[src/core/bcr_consts.svh]
// constants of the bay control register: offsets, fields, reset values
`ifndef BCR_CONSTS_SVH
`define BCR_CONSTS_SVH

// ==========================================================================
// register map (byte addresses, one word each)
`define BCR_OFS_CONTROL    4'h0
`define BCR_OFS_PRESENCE   4'h4
`define BCR_CONTROL_RESET  32'h0000_0000

// ==========================================================================
// field positions
`define BCR_BIT_INTERLOCK  7
`define BCR_REQ_HI         6
`define BCR_REQ_LO         4
`define BCR_BIT_POWER      0
`define BCR_LOW_HI         3
`define BCR_LOW_LO         0

// ==========================================================================
// request codes
`define BCR_REQ_NONE       3'h0
`define BCR_REQ_INSERTED   3'h1
`define BCR_REQ_ENABLED    3'h2
`define BCR_REQ_REMOVAL    3'h3
`define BCR_REQ_ALLOWED    3'h4
`define BCR_REQ_LAST_LEGAL 3'h4

// ==========================================================================
// bus answer for unmapped reads
`define BCR_UNMAPPED_DATA  32'h0000_0000

`endif

[src/core/bcr_pkg.sv]
// types shared by the bay control register design
package bcr_pkg;

    // ======================================================================
    // Avalon-MM slave request
    typedef struct packed {
        logic [3:0]  address;
        logic        read;
        logic        write;
        logic [31:0] writedata;
        logic [3:0]  byteenable;
    } bcr_av_req_t;

    // ======================================================================
    // state change request towards the bay state machine
    typedef struct packed {
        logic       valid;
        logic [2:0] code;
    } bcr_state_req_t;

    // ======================================================================
    // bus phase
    typedef enum logic [0:0] {
        BCR_IDLE,
        BCR_ANSWER
    } bcr_phase_t;

    // ======================================================================
    // all state of the block
    typedef struct packed {
        bcr_phase_t     phase;
        logic           interlock;
        logic [2:0]     request;
        logic [3:0]     low_bits;
        logic [31:0]    readdata;
        bcr_state_req_t state_req;
    } bcr_state_t;

endpackage : bcr_pkg

[src/core/bcr_bay_control.sv]
// bay control and enable register with avalon-mm slave and request strobe
//
// Design decisions made here: register access over Avalon-MM and the address map.
`timescale 1ns/100ps
`default_nettype none
`include "bcr_consts.svh"

// Overview of operation
// - each bay has its own 32-bit control register that is all zeros after reset.
// - bits 31 to 8 always read as zero and writes to them are ignored.
// - a one in bit 7 drives the interlock output to hold the unit in the bay.
// - a zero in bit 7 releases the interlock so the unit can be removed.
// - bits 6 to 4 carry a request code: 1 inserted, 2 enabled, 3 removal requested, 4 removal allowed, 0 none.
// - codes 5, 6 and 7 are reserved and never change the bay state.
// - reading the request field returns the last code written, not the bay state.
// - writing 0 to the request field keeps the old value and requests nothing.
// - every legal nonzero code written with a device present is passed to the bay state machine as a request.
// - a request acts only in the cycle after its write and only with a device present.
// - requests are never stored or queued; one that cannot act is lost.
// - with no device present a nonzero write makes no transition but is still stored.
// - the field can be cleared to zero by the bay state machine on a clear input.
// - the bay state machine may override the stored request field on hardware events or bad codes.
// - power enable cannot be set while the interlock is released and is cleared when it is.
module bcr_bay_control
    import bcr_pkg::*;
(
    input  wire logic        sys_clk,            // system clock, 200 mhz
    input  wire logic        reset,              // asynchronous reset, active high
    input  wire logic [3:0]  avs_address,        // byte address
    input  wire logic        avs_read,           // read request
    input  wire logic        avs_write,          // write request
    input  wire logic [31:0] avs_writedata,      // write data
    input  wire logic [3:0]  avs_byteenable,     // byte enables
    output logic [31:0]      avs_readdata,       // read data
    output logic             avs_waitrequest,    // stall while answer not ready
    input  wire logic        device_present,     // a device sits in the bay
    input  wire logic        request_clear,      // state machine clears the request field
    input  wire logic        override_valid,     // state machine overrides the request field
    input  wire logic [2:0]  override_code,      // code written by the override
    output logic             interlock_engage,   // interlock held closed
    output logic [2:0]       bay_state_request,  // stored request field
    output logic             bay_power_enable,   // bay power rail enable
    output logic [3:0]       bay_enable_bits,    // bits 3 to 0 as stored
    output logic             state_req_valid,    // one-cycle request pulse
    output logic [2:0]       state_req_code      // code carried by the pulse
);

    // ======================================================================
    // decoding helpers
    // codes 1 to 4 name a target bay state, 5 to 7 are reserved
    function automatic logic bcr_legal(input logic [2:0] code);
        bcr_legal = (code != `BCR_REQ_NONE) && (code <= `BCR_REQ_LAST_LEGAL);
    endfunction : bcr_legal

    function automatic logic bcr_hit(input logic [3:0] addr, input logic [3:0] ofs);
        bcr_hit = (addr == ofs);
    endfunction : bcr_hit

    bcr_av_req_t bus;
    bcr_state_t  state;
    bcr_state_t  next_state;
    logic        wr_ctl;
    logic [2:0]  wr_code;
    logic        wr_lock;
    logic [3:0]  wr_low;

    assign bus = '{avs_address, avs_read, avs_write, avs_writedata, avs_byteenable};

    // ======================================================================
    // write decode of the control register
    assign wr_ctl  = bus.write && (state.phase == BCR_IDLE)
                     && bcr_hit(bus.address, `BCR_OFS_CONTROL) && bus.byteenable[0];
    assign wr_code = bus.writedata[`BCR_REQ_HI:`BCR_REQ_LO]; // request field
    assign wr_lock = bus.writedata[`BCR_BIT_INTERLOCK];
    assign wr_low  = bus.writedata[`BCR_LOW_HI:`BCR_LOW_LO];

    // ======================================================================
    // next state
    always_comb begin
        next_state = state;
        next_state.state_req = '{1'b0, `BCR_REQ_NONE}; // pulse only, never held
        case (state.phase)
            BCR_IDLE: begin
                if (bus.read || bus.write) begin
                    next_state.phase = BCR_ANSWER;
                end
                if (bus.read) begin
                    if (bcr_hit(bus.address, `BCR_OFS_CONTROL)) begin
                        // upper bits always zero, field shows last write
                        next_state.readdata = {24'h00_0000, state.interlock,
                                               state.request, state.low_bits};
                    end else if (bcr_hit(bus.address, `BCR_OFS_PRESENCE)) begin
                        next_state.readdata = {31'h0000_0000, device_present};
                    end else begin
                        next_state.readdata = `BCR_UNMAPPED_DATA;
                    end
                end
            end
            BCR_ANSWER: begin
                next_state.phase = BCR_IDLE;
            end
            default: begin
                next_state.phase = BCR_IDLE;
            end
        endcase
        // override and clear from the bay state machine
        if (override_valid) begin
            next_state.request = override_code;
        end else if (request_clear) begin
            next_state.request = `BCR_REQ_NONE;
        end
        if (wr_ctl) begin
            // interlock, field and low bits in one update
            next_state.interlock = wr_lock;
            next_state.low_bits  = wr_low;
            if (wr_code != `BCR_REQ_NONE) begin
                next_state.request = wr_code; // stored even without device
            end
            // forward legal codes only at the write and with a device
            if (bcr_legal(wr_code) && device_present) begin
                next_state.state_req = '{1'b1, wr_code};
            end
        end
        // power refused and dropped while interlock released
        if (!next_state.interlock) begin
            next_state.low_bits[`BCR_BIT_POWER] = 1'b0;
        end
    end

    // ======================================================================
    // state register
    always_ff @(posedge sys_clk or posedge reset) begin
        if (reset) begin
            state           <= '0; // all zero, register reads 0
            state.phase     <= BCR_IDLE;
        end else begin
            state <= next_state;
        end
    end

    // ======================================================================
    // outputs
    assign avs_waitrequest   = (avs_read || avs_write) && (state.phase == BCR_IDLE);
    assign avs_readdata      = state.readdata;
    assign interlock_engage  = state.interlock;
    assign bay_state_request = state.request;
    assign bay_power_enable  = state.low_bits[`BCR_BIT_POWER];
    assign bay_enable_bits   = state.low_bits;
    assign state_req_valid   = state.state_req.valid;
    assign state_req_code    = state.state_req.code;
endmodule : bcr_bay_control

`default_nettype wire

[config.mk]
export PLATFORM = sky130hd
export DESIGN_NAME = bcr_bay_control
export DESIGN_NICKNAME = d
export VERILOG_FILES = /design/src/core/bcr_pkg.sv /design/src/core/bcr_bay_control.sv
export VERILOG_INCLUDE_DIRS = /design/src /design/src/core
export SDC_FILE = /design/constraint.sdc
export NUM_CORES = 1
export LEC_CHECK = 0
export BUFFER_PORTS_ARGS = -buffer_cell sky130_fd_sc_hd__buf_2
export CAP_MARGIN = 15
export CELL_PAD_IN_SITES_DETAIL_PLACEMENT = 2
export CELL_PAD_IN_SITES_GLOBAL_PLACEMENT = 2
export CORE_MARGIN = 3
export CORE_UTILIZATION = 18
export CTS_CLUSTER_DIAMETER = 40
export DETAILED_ROUTE_END_ITERATION = 8
export PLACE_DENSITY = 0.82
export SLEW_MARGIN = 15
export SYNTH_ARGS = -nofsm -noshare
export SYNTH_HDL_FRONTEND = slang
export SYNTH_SLANG_ARGS = --single-unit
[constraint.sdc]
create_clock -name sys_clk -period 1.2 [get_ports sys_clk]
set_input_delay 0 -clock sys_clk [delete_from_list [all_inputs] [get_ports sys_clk]]
set_output_delay 0 -clock sys_clk [all_outputs]
set_load 0.005 [all_outputs]
==> metrics.md, run 1 <==
| Metric | Value |
|---|---|
| Internal power | `between 1000 and 1500 µW` |
| Post-synthesis register bit count | `21` |
| Synth Warn # | `0` |
| Max Cap Violations | `0` |
| Via density per instance | `3.727` |
| Die ar. | `around 0.0078 mm²` |
| Placer Congestion | `0.7233` |
| Critical Path Source | `state[44]` |
| Largest net degree at the start of global routing | `22` |
| DR pass1 iterations | `2` |
| TritonCTS Sinks | `21` |
| Starting Density | `0.1897` |
| Area of the mapped netlist | `around 0.0012 mm²` |
| # fillers | `around 750` |
| Antenna-violating nets left | `0` |
| Syn Inst Count | `122` |
| Vias in the first global route | `approximately 990` |
| PortBufs | `44` |
| Leakage | `0.0007970 µW` |
| Die H | `between 80 and 90 µm` |
| WP data required | `around 1300 ps` |
| Initial drt markers | `37` |
| Cell variety after synth | `23` |
| GRT Util Overall | `0.07870` |
| Final Hold Fails | `0` |
| Number of H-tree levels | `1` |
| DR vias | `887` |
| Post-layout min period | `around 1300 ps` |
| Failing checks | `setup timing` |
| Clock share of power | `0.306` |
| Area grow syn2layout | `21.65%` |
| Hold Crit Class | `input port to flip-flop` |
| Worst skew pair latency | `260 ps` |
| Avg Inst Size Synth | `10.04 µm²` |
| Slew Limit Fails | `0` |
| Final Worst Setup Slack | `-62.53 ps` |
| Average wire per standard cell | `13.17 µm` |
| TritonCTS buffer count | `3` |
| Worst Skew | `between 2 and 2.5 ps` |
| Hold_sp | `avs_writedata[7]` |
| DR DRC count | `0` |
| CP arrival | `around 1400 ps` |
| Setup-failing EPs final | `10` |
| Min-Delay Path Depth | `2` |
| Reg2reg start | `state[44]` |
| Sw power | `roughly 390 µW` |
| Comb pwr share | `0.172` |
| Postcts setup bufs | `0` |
| Final net count | `approximately 210` |
| CP max FO | `5` |
| Core area | `0.006459 mm²` |
| Floorplan row count | `29` |
| Startpoint types | `flip-flop` |
| Setup TNS | `-321.2 ps` |
| Sw Share | `0.2583` |
| Hold Slack | `approximately 8.1 ps` |
| Antenna violations before repair | `0` |
| Period utilisation layout | `1.052` |
| CTS tree | `built` |
| RSZ-0062 raised after global routing | `yes` |
| Peak VDD IR | `around 330 µV` |
| R2R cell count | `2` |
| Peak Freq | `slightly below 800 MHz` |
| Clock buffer depth | `2` |
| Drt total wl | `3135 µm` |
| IO Pins | `96` |
| Pre-CTS WS | `-108.3 ps` |
| Remaining Overflow, GRT | `0` |
| Status | `complete, but fails checks` |
| Layout cell share with drive strength beyond 1 | `0.4286` |
| P per Cell Area | `between 1000 and 1500 mW/mm²` |
| Die extent in x | `between 80 and 90 µm` |
| Register area | `525.5 µm²` |
| CP endpoint kind | `flip-flop` |
| Ant diodes | `0` |
| Sequential power share | `0.522` |
| Multi-input logic area | `485.5 µm²` |
| Post-detail-place hpwl | `~2500 µm` |
| Global-route wire length before repair | `between 4000 and 5000 µm` |
| Critical path type | `flip-flop to flip-flop` |
| Clock-pin slew of the registers on the worst-case setup and hold paths | `roughly 70 ps` |
| Root Buffer | `clkbuf_8` |
| Seq/Total Area, Yosys | `0.4290` |
## registers in the layout (all words and copies together) (netlist names)
signal	count
avs_readdata	8
bay_enable_bits	4
bay_state_request	3
interlock_engage	1
state	1
state_req_code	3
state_req_valid	1
## Yosys cell counts
master	instances	area (µm²)
a21oi_1	1	5.000
a22o_1	1	8.760
a22oi_1	1	7.510
and3_2	1	7.510
and4_2	3	30.03
and4b_1	1	10.01
buf_4	42	315.3
buf_6	1	11.26
clkbuf_1	1	3.750
conb_1	1	3.750
dfrtp_1	21	525.5
ha_1	1	12.51
inv_1	3	11.26
mux2_2	5	56.30
mux2i_1	4	40.04
nand2_1	18	67.56
nand2b_1	1	6.260
nor2_1	4	15.01
nor3b_1	1	7.510
nor4_4	1	21.27
nor4bb_1	1	10.01
o21ai_0	8	40.04
or4_2	1	8.760
## routing by layer
metal  track usage  routed length (µm)  part of all wire  vias to the layer above
li1              -                   -                 -                      413
met1       0.07232                1149              0.37                      436
met2        0.1625                1740              0.56                       36
met3       0.02514                 222             0.071                        2
met4       0.02060                  23            0.0073                        0
met5             0                   0                 0                        -
## power groups by stage
| stage | logic, µW | clock network [µW] | registers [µW] |
|---|---|---|---|
| after floorplan | 200 | 0 | 785 |
| after global placement | 215 | 0 | 794 |
| after detailed placement | 224 | 0 | 796 |
| after CTS | 238 | 495 | 782 |
| after global routing | 291 | 514 | 791 |
| final | 257 | 459 | 782 |
## per-stage QoR
stage          power [µW]  area [µm²]    util  std cells
2_1_floorplan       984.5        1311       -        145
3_3_place_gp         1009        1350  0.2090        229
3_5_place_dp         1020        1350  0.2090        229
4_1_cts              1515        1446  0.2239        238
5_1_grt              1596        1490  0.2307        238
6_report             1499        1490  0.2307        238
## logic make-up after synthesis
family                   share of synthesized area
buffers and inverters                       0.2788
flip-flops                                  0.4290
multiplexers                               0.07865
other                                     0.003061
AND/OR/NAND/NOR                             0.1502
adder cells (fa/ha/maj)                    0.01021
AO/OA/AOI/OAI                              0.05005
## final timing paths
path	slack [ps]	to
max in group asynchronous	660	state[44]
worst max register to register	-60	bay_enable_bits[3]
min in group asynchronous	310	avs_readdata[6]
worst min register to register	480	avs_readdata[3]
worst min-delay path	8	interlock_engage
worst max-delay path	-60	bay_enable_bits[3]
## cells in the final DEF (no fill, tap or decap), drive strengths merged, types with 4 or more instances in the layout
cell type,netlist,layout
nand2,18,18
mux2i,4,4
nor2,4,4
mux2,5,5
buf,43,51
o21ai,8,8
conb,1,24
dfrtp,21,21
dlygate4sd3,0,5
clkbuf,1,4
## critical path: stages, from the launching register on
cell     delay (ps)
dfrtp_1         420
and4b_4         420
mux2_4          320
## what timing repair did
action,4_1_cts,5_1_grt
setup endpoints to repair,13,20
hold buffers,5,0
hold endpoints to repair,25,0
pin swaps,0,3
gates resized for setup,1,15
## layout make-up
cell class | count | share of cell area
sequential | 21 | 0.3526
multi-input combinational | 77 | 0.3258
tap | 77 | 0.06465
timing repair buffer | 56 | 0.2191
clock buffer | 4 | 0.03023
inverter | 3 | 0.007557
No activity file was read; power rests on OpenSTA's default activity.
==> run 2: changes to the inputs <==
Settings changed: RECOVER_POWER set to 100.
==> metrics.md, run 2 (synthesis gave the netlist of run 1 again) <==
| Metric | Value |
|---|---|
| Global-route wire length before repair | `4616 µm (unchanged)` |
| Grt peak-use layer | `met2` |
| Post-layout min period | `1263 ps (+0.3870 ps)` |
| Met3 global-route usage | `0.02514 (unchanged)` |
| Root Buffer | `clkbuf_8` |
| IO Pins | `96 (unchanged)` |
| Via density per instance | `3.744 (+0.45%)` |
| TritonCTS buffer count | `3 (unchanged)` |
| Peak VDD IR | `330.2 µV (-0.14%)` |
| Hold_sp | `avs_writedata[7]` |
| Floorplan row count | `29 (unchanged)` |
| Setup-failing EPs final | `10 (unchanged)` |
| Number of H-tree levels | `1 (unchanged)` |
| Startpoint types | `flip-flop` |
| Peak Freq | `791.8 MHz (about the same)` |
| Critical Path Source | `state[44]` |
| Clock buffer depth | `2 (unchanged)` |
| Worst-Margin Slew | `~540 ps` |
| Average wire per standard cell | `13.23 µm (+0.45%)` |
| Clock-pin slew of the registers on the worst-case setup and hold paths | `70 ps (about the same)` |
| Die extent in x | `88.50 µm (unchanged)` |
| Tot Pwr | `1491 µW (-0.55%)` |
| Fin cells | `238 (unchanged)` |
| Remaining Overflow, GRT | `0 (unchanged)` |
| WP data required | `1340 ps (about the same)` |
| Starting Density | `0.1897 (unchanged)` |
| P per Cell Area | `1022 mW/mm² (+1.6%)` |
| CP max FO | `5 (unchanged)` |
| TritonCTS Sinks | `21 (unchanged)` |
| Worst skew pair latency | `260 ps (about the same)` |
| CP delay by family, top | `flip-flops` |
| Hold Crit Class | `input port to flip-flop` |
| Antenna violations before repair | `0 (unchanged)` |
| Post-detail-place hpwl | `2481 µm (unchanged)` |
| Die H | `88.50 µm (unchanged)` |
| Met1 Use GR | `0.07232 (unchanged)` |
| Period utilisation layout | `1.052 (about the same)` |
| CP endpoint kind | `flip-flop` |
| Leakage | `0.0007199 µW (-9.7%)` |
| DR vias | `891 (+0.45%)` |
| Worst Skew | `1.835 ps (-0.3810 ps)` |
| Area grow syn2layout | `19.10%` |
| PortBufs | `44 (unchanged)` |
| Final Hold Fails | `0 (unchanged)` |
| Initial drt markers | `42 (+14%)` |
| Crit-path max cell delay | `420 ps (about the same)` |
| CP bufs+invs | `0 (unchanged)` |
| Grt met2 use | `0.1625 (unchanged)` |
| DR DRC count | `0 (unchanged)` |
| Placed insts | `229 (unchanged)` |
| Placer Congestion | `0.7233 (unchanged)` |
| DR pass1 iterations | `2 (unchanged)` |
| Area after DPL | `0.001350 mm² (unchanged)` |
| Status | `complete, but fails checks` |
| Die ar. | `0.007831 mm² (unchanged)` |
| Max reg flops | `8 (unchanged)` |
| RSZ-0062 raised after global routing | `yes` |
| Worst-path cell with the longest stage delay | `dfrtp_1` |
| Pre-CTS WS | `-108.3 ps (unchanged)` |
| Commonest non-fill, non-tap cell in the layout | `buf_2` |
| Largest net degree at the start of global routing | `22 (unchanged)` |
| Slew Limit Fails | `0 (unchanged)` |
| Layout cell share with drive strength beyond 1 | `0.3106 (-0.1180)` |
| Most frequent cells in the layout | `buf_2, conb_1, dfrtp_1` |
| Vias in the first global route | `987 (unchanged)` |
| Slew headroom | `0.6423` |
| GRT Util Overall | `0.07870 (unchanged)` |
| Worst-path cell chain | `and4b_4 > mux2_4` |
| Design area | `0.001459 mm² (-2.1%)` |
| Failing checks | `setup timing` |
| CTS tree | `built` |
| Drt total wl | `3149 µm (+0.45%)` |
| Final core utilization | `0.2259 (-0.004844)` |
| Final net count | `213 (unchanged)` |
| Max Cap Violations | `0 (unchanged)` |
| Core area | `0.006459 mm² (unchanged)` |
| CP arrival | `1410 ps (about the same)` |
| Final Worst Setup Slack | `-62.92 ps (-0.3870 ps)` |
| Postcts setup bufs | `0 (unchanged)` |
| Critical path type | `flip-flop to flip-flop` |
| Reg2reg start | `state[44]` |
| Antenna-violating nets left | `0 (unchanged)` |
| Ant diodes | `0 (unchanged)` |
==> run 2: cell count changes in the layout (fill, tap and decap cells not counted) <==
cell / change
clkbuf_1: +18
buf_2: -17
buf_4: -2
clkbuf_2: +1
o21ai_0: +1
o21ai_2: -1
==> run 2: area by class of cell <==
class | instances | area (µm²)
fillers | 759 | 5000
flip-flops and latches | 21 | 525.5
multi-input cells | 77 | 481.7
repair buffers | 56 | 299.0
well taps | 77 | 96.34
clock buffers | 4 | 45.04
inverters | 3 | 11.26
==> run 2: layer usage <==
metal / wire [µm] / vias to the layer above / share of wire
li1: - / 414 / -
met1: 1156 / 439 / 0.37
met2: 1731 / 36 / 0.55
met3: 238 / 2 / 0.076
met4: 23 / 0 / 0.0073
met5: 0 / - / 0
==> run 2: path summary, 6_finish.rpt <==
check / end / slack [ps] / cells after the start
min: interlock_engage / 8 / 2
min reg2reg: avs_readdata[3] / 490 / 2
min in group asynchronous: avs_readdata[6] / 410 / 4
max: bay_enable_bits[3] / -60 / 2
max in group asynchronous: state[44] / 430 / 4
max reg2reg: bay_enable_bits[3] / -60 / 2
==> run 2: where the power goes <==
| group | internal [µW] | switching [µW] | leakage (µW) |
|---|---|---|---|
| sequential | 747 | 35.7 | 0.000284 |
| clock | 236 | 223 | 0.0000228 |
| combinational | 119 | 129 | 0.000413 |
| total | 1100 | 388 | 0.000720 |
==> run 2: through the flow <==
stage	setup TNS (ps)	hold WS (ps)
2_1_floorplan	-102.2	-23.47
3_3_place_gp	-328.6	40.62
3_5_place_dp	-871.4	58.06
4_1_cts	-378.2	7.155
5_1_grt	-912.6	7.228
6_report	-326.3	7.890
==> run 2: timing repair <==
item | in CTS | in global routing
setup endpoints to repair | 13 | 20
pin swaps | 0 | 3
hold buffers | 5 | 0
resized for setup | 1 | 15
cloned | 0 | 0
endpoints found under the hold margin | 25 | 0
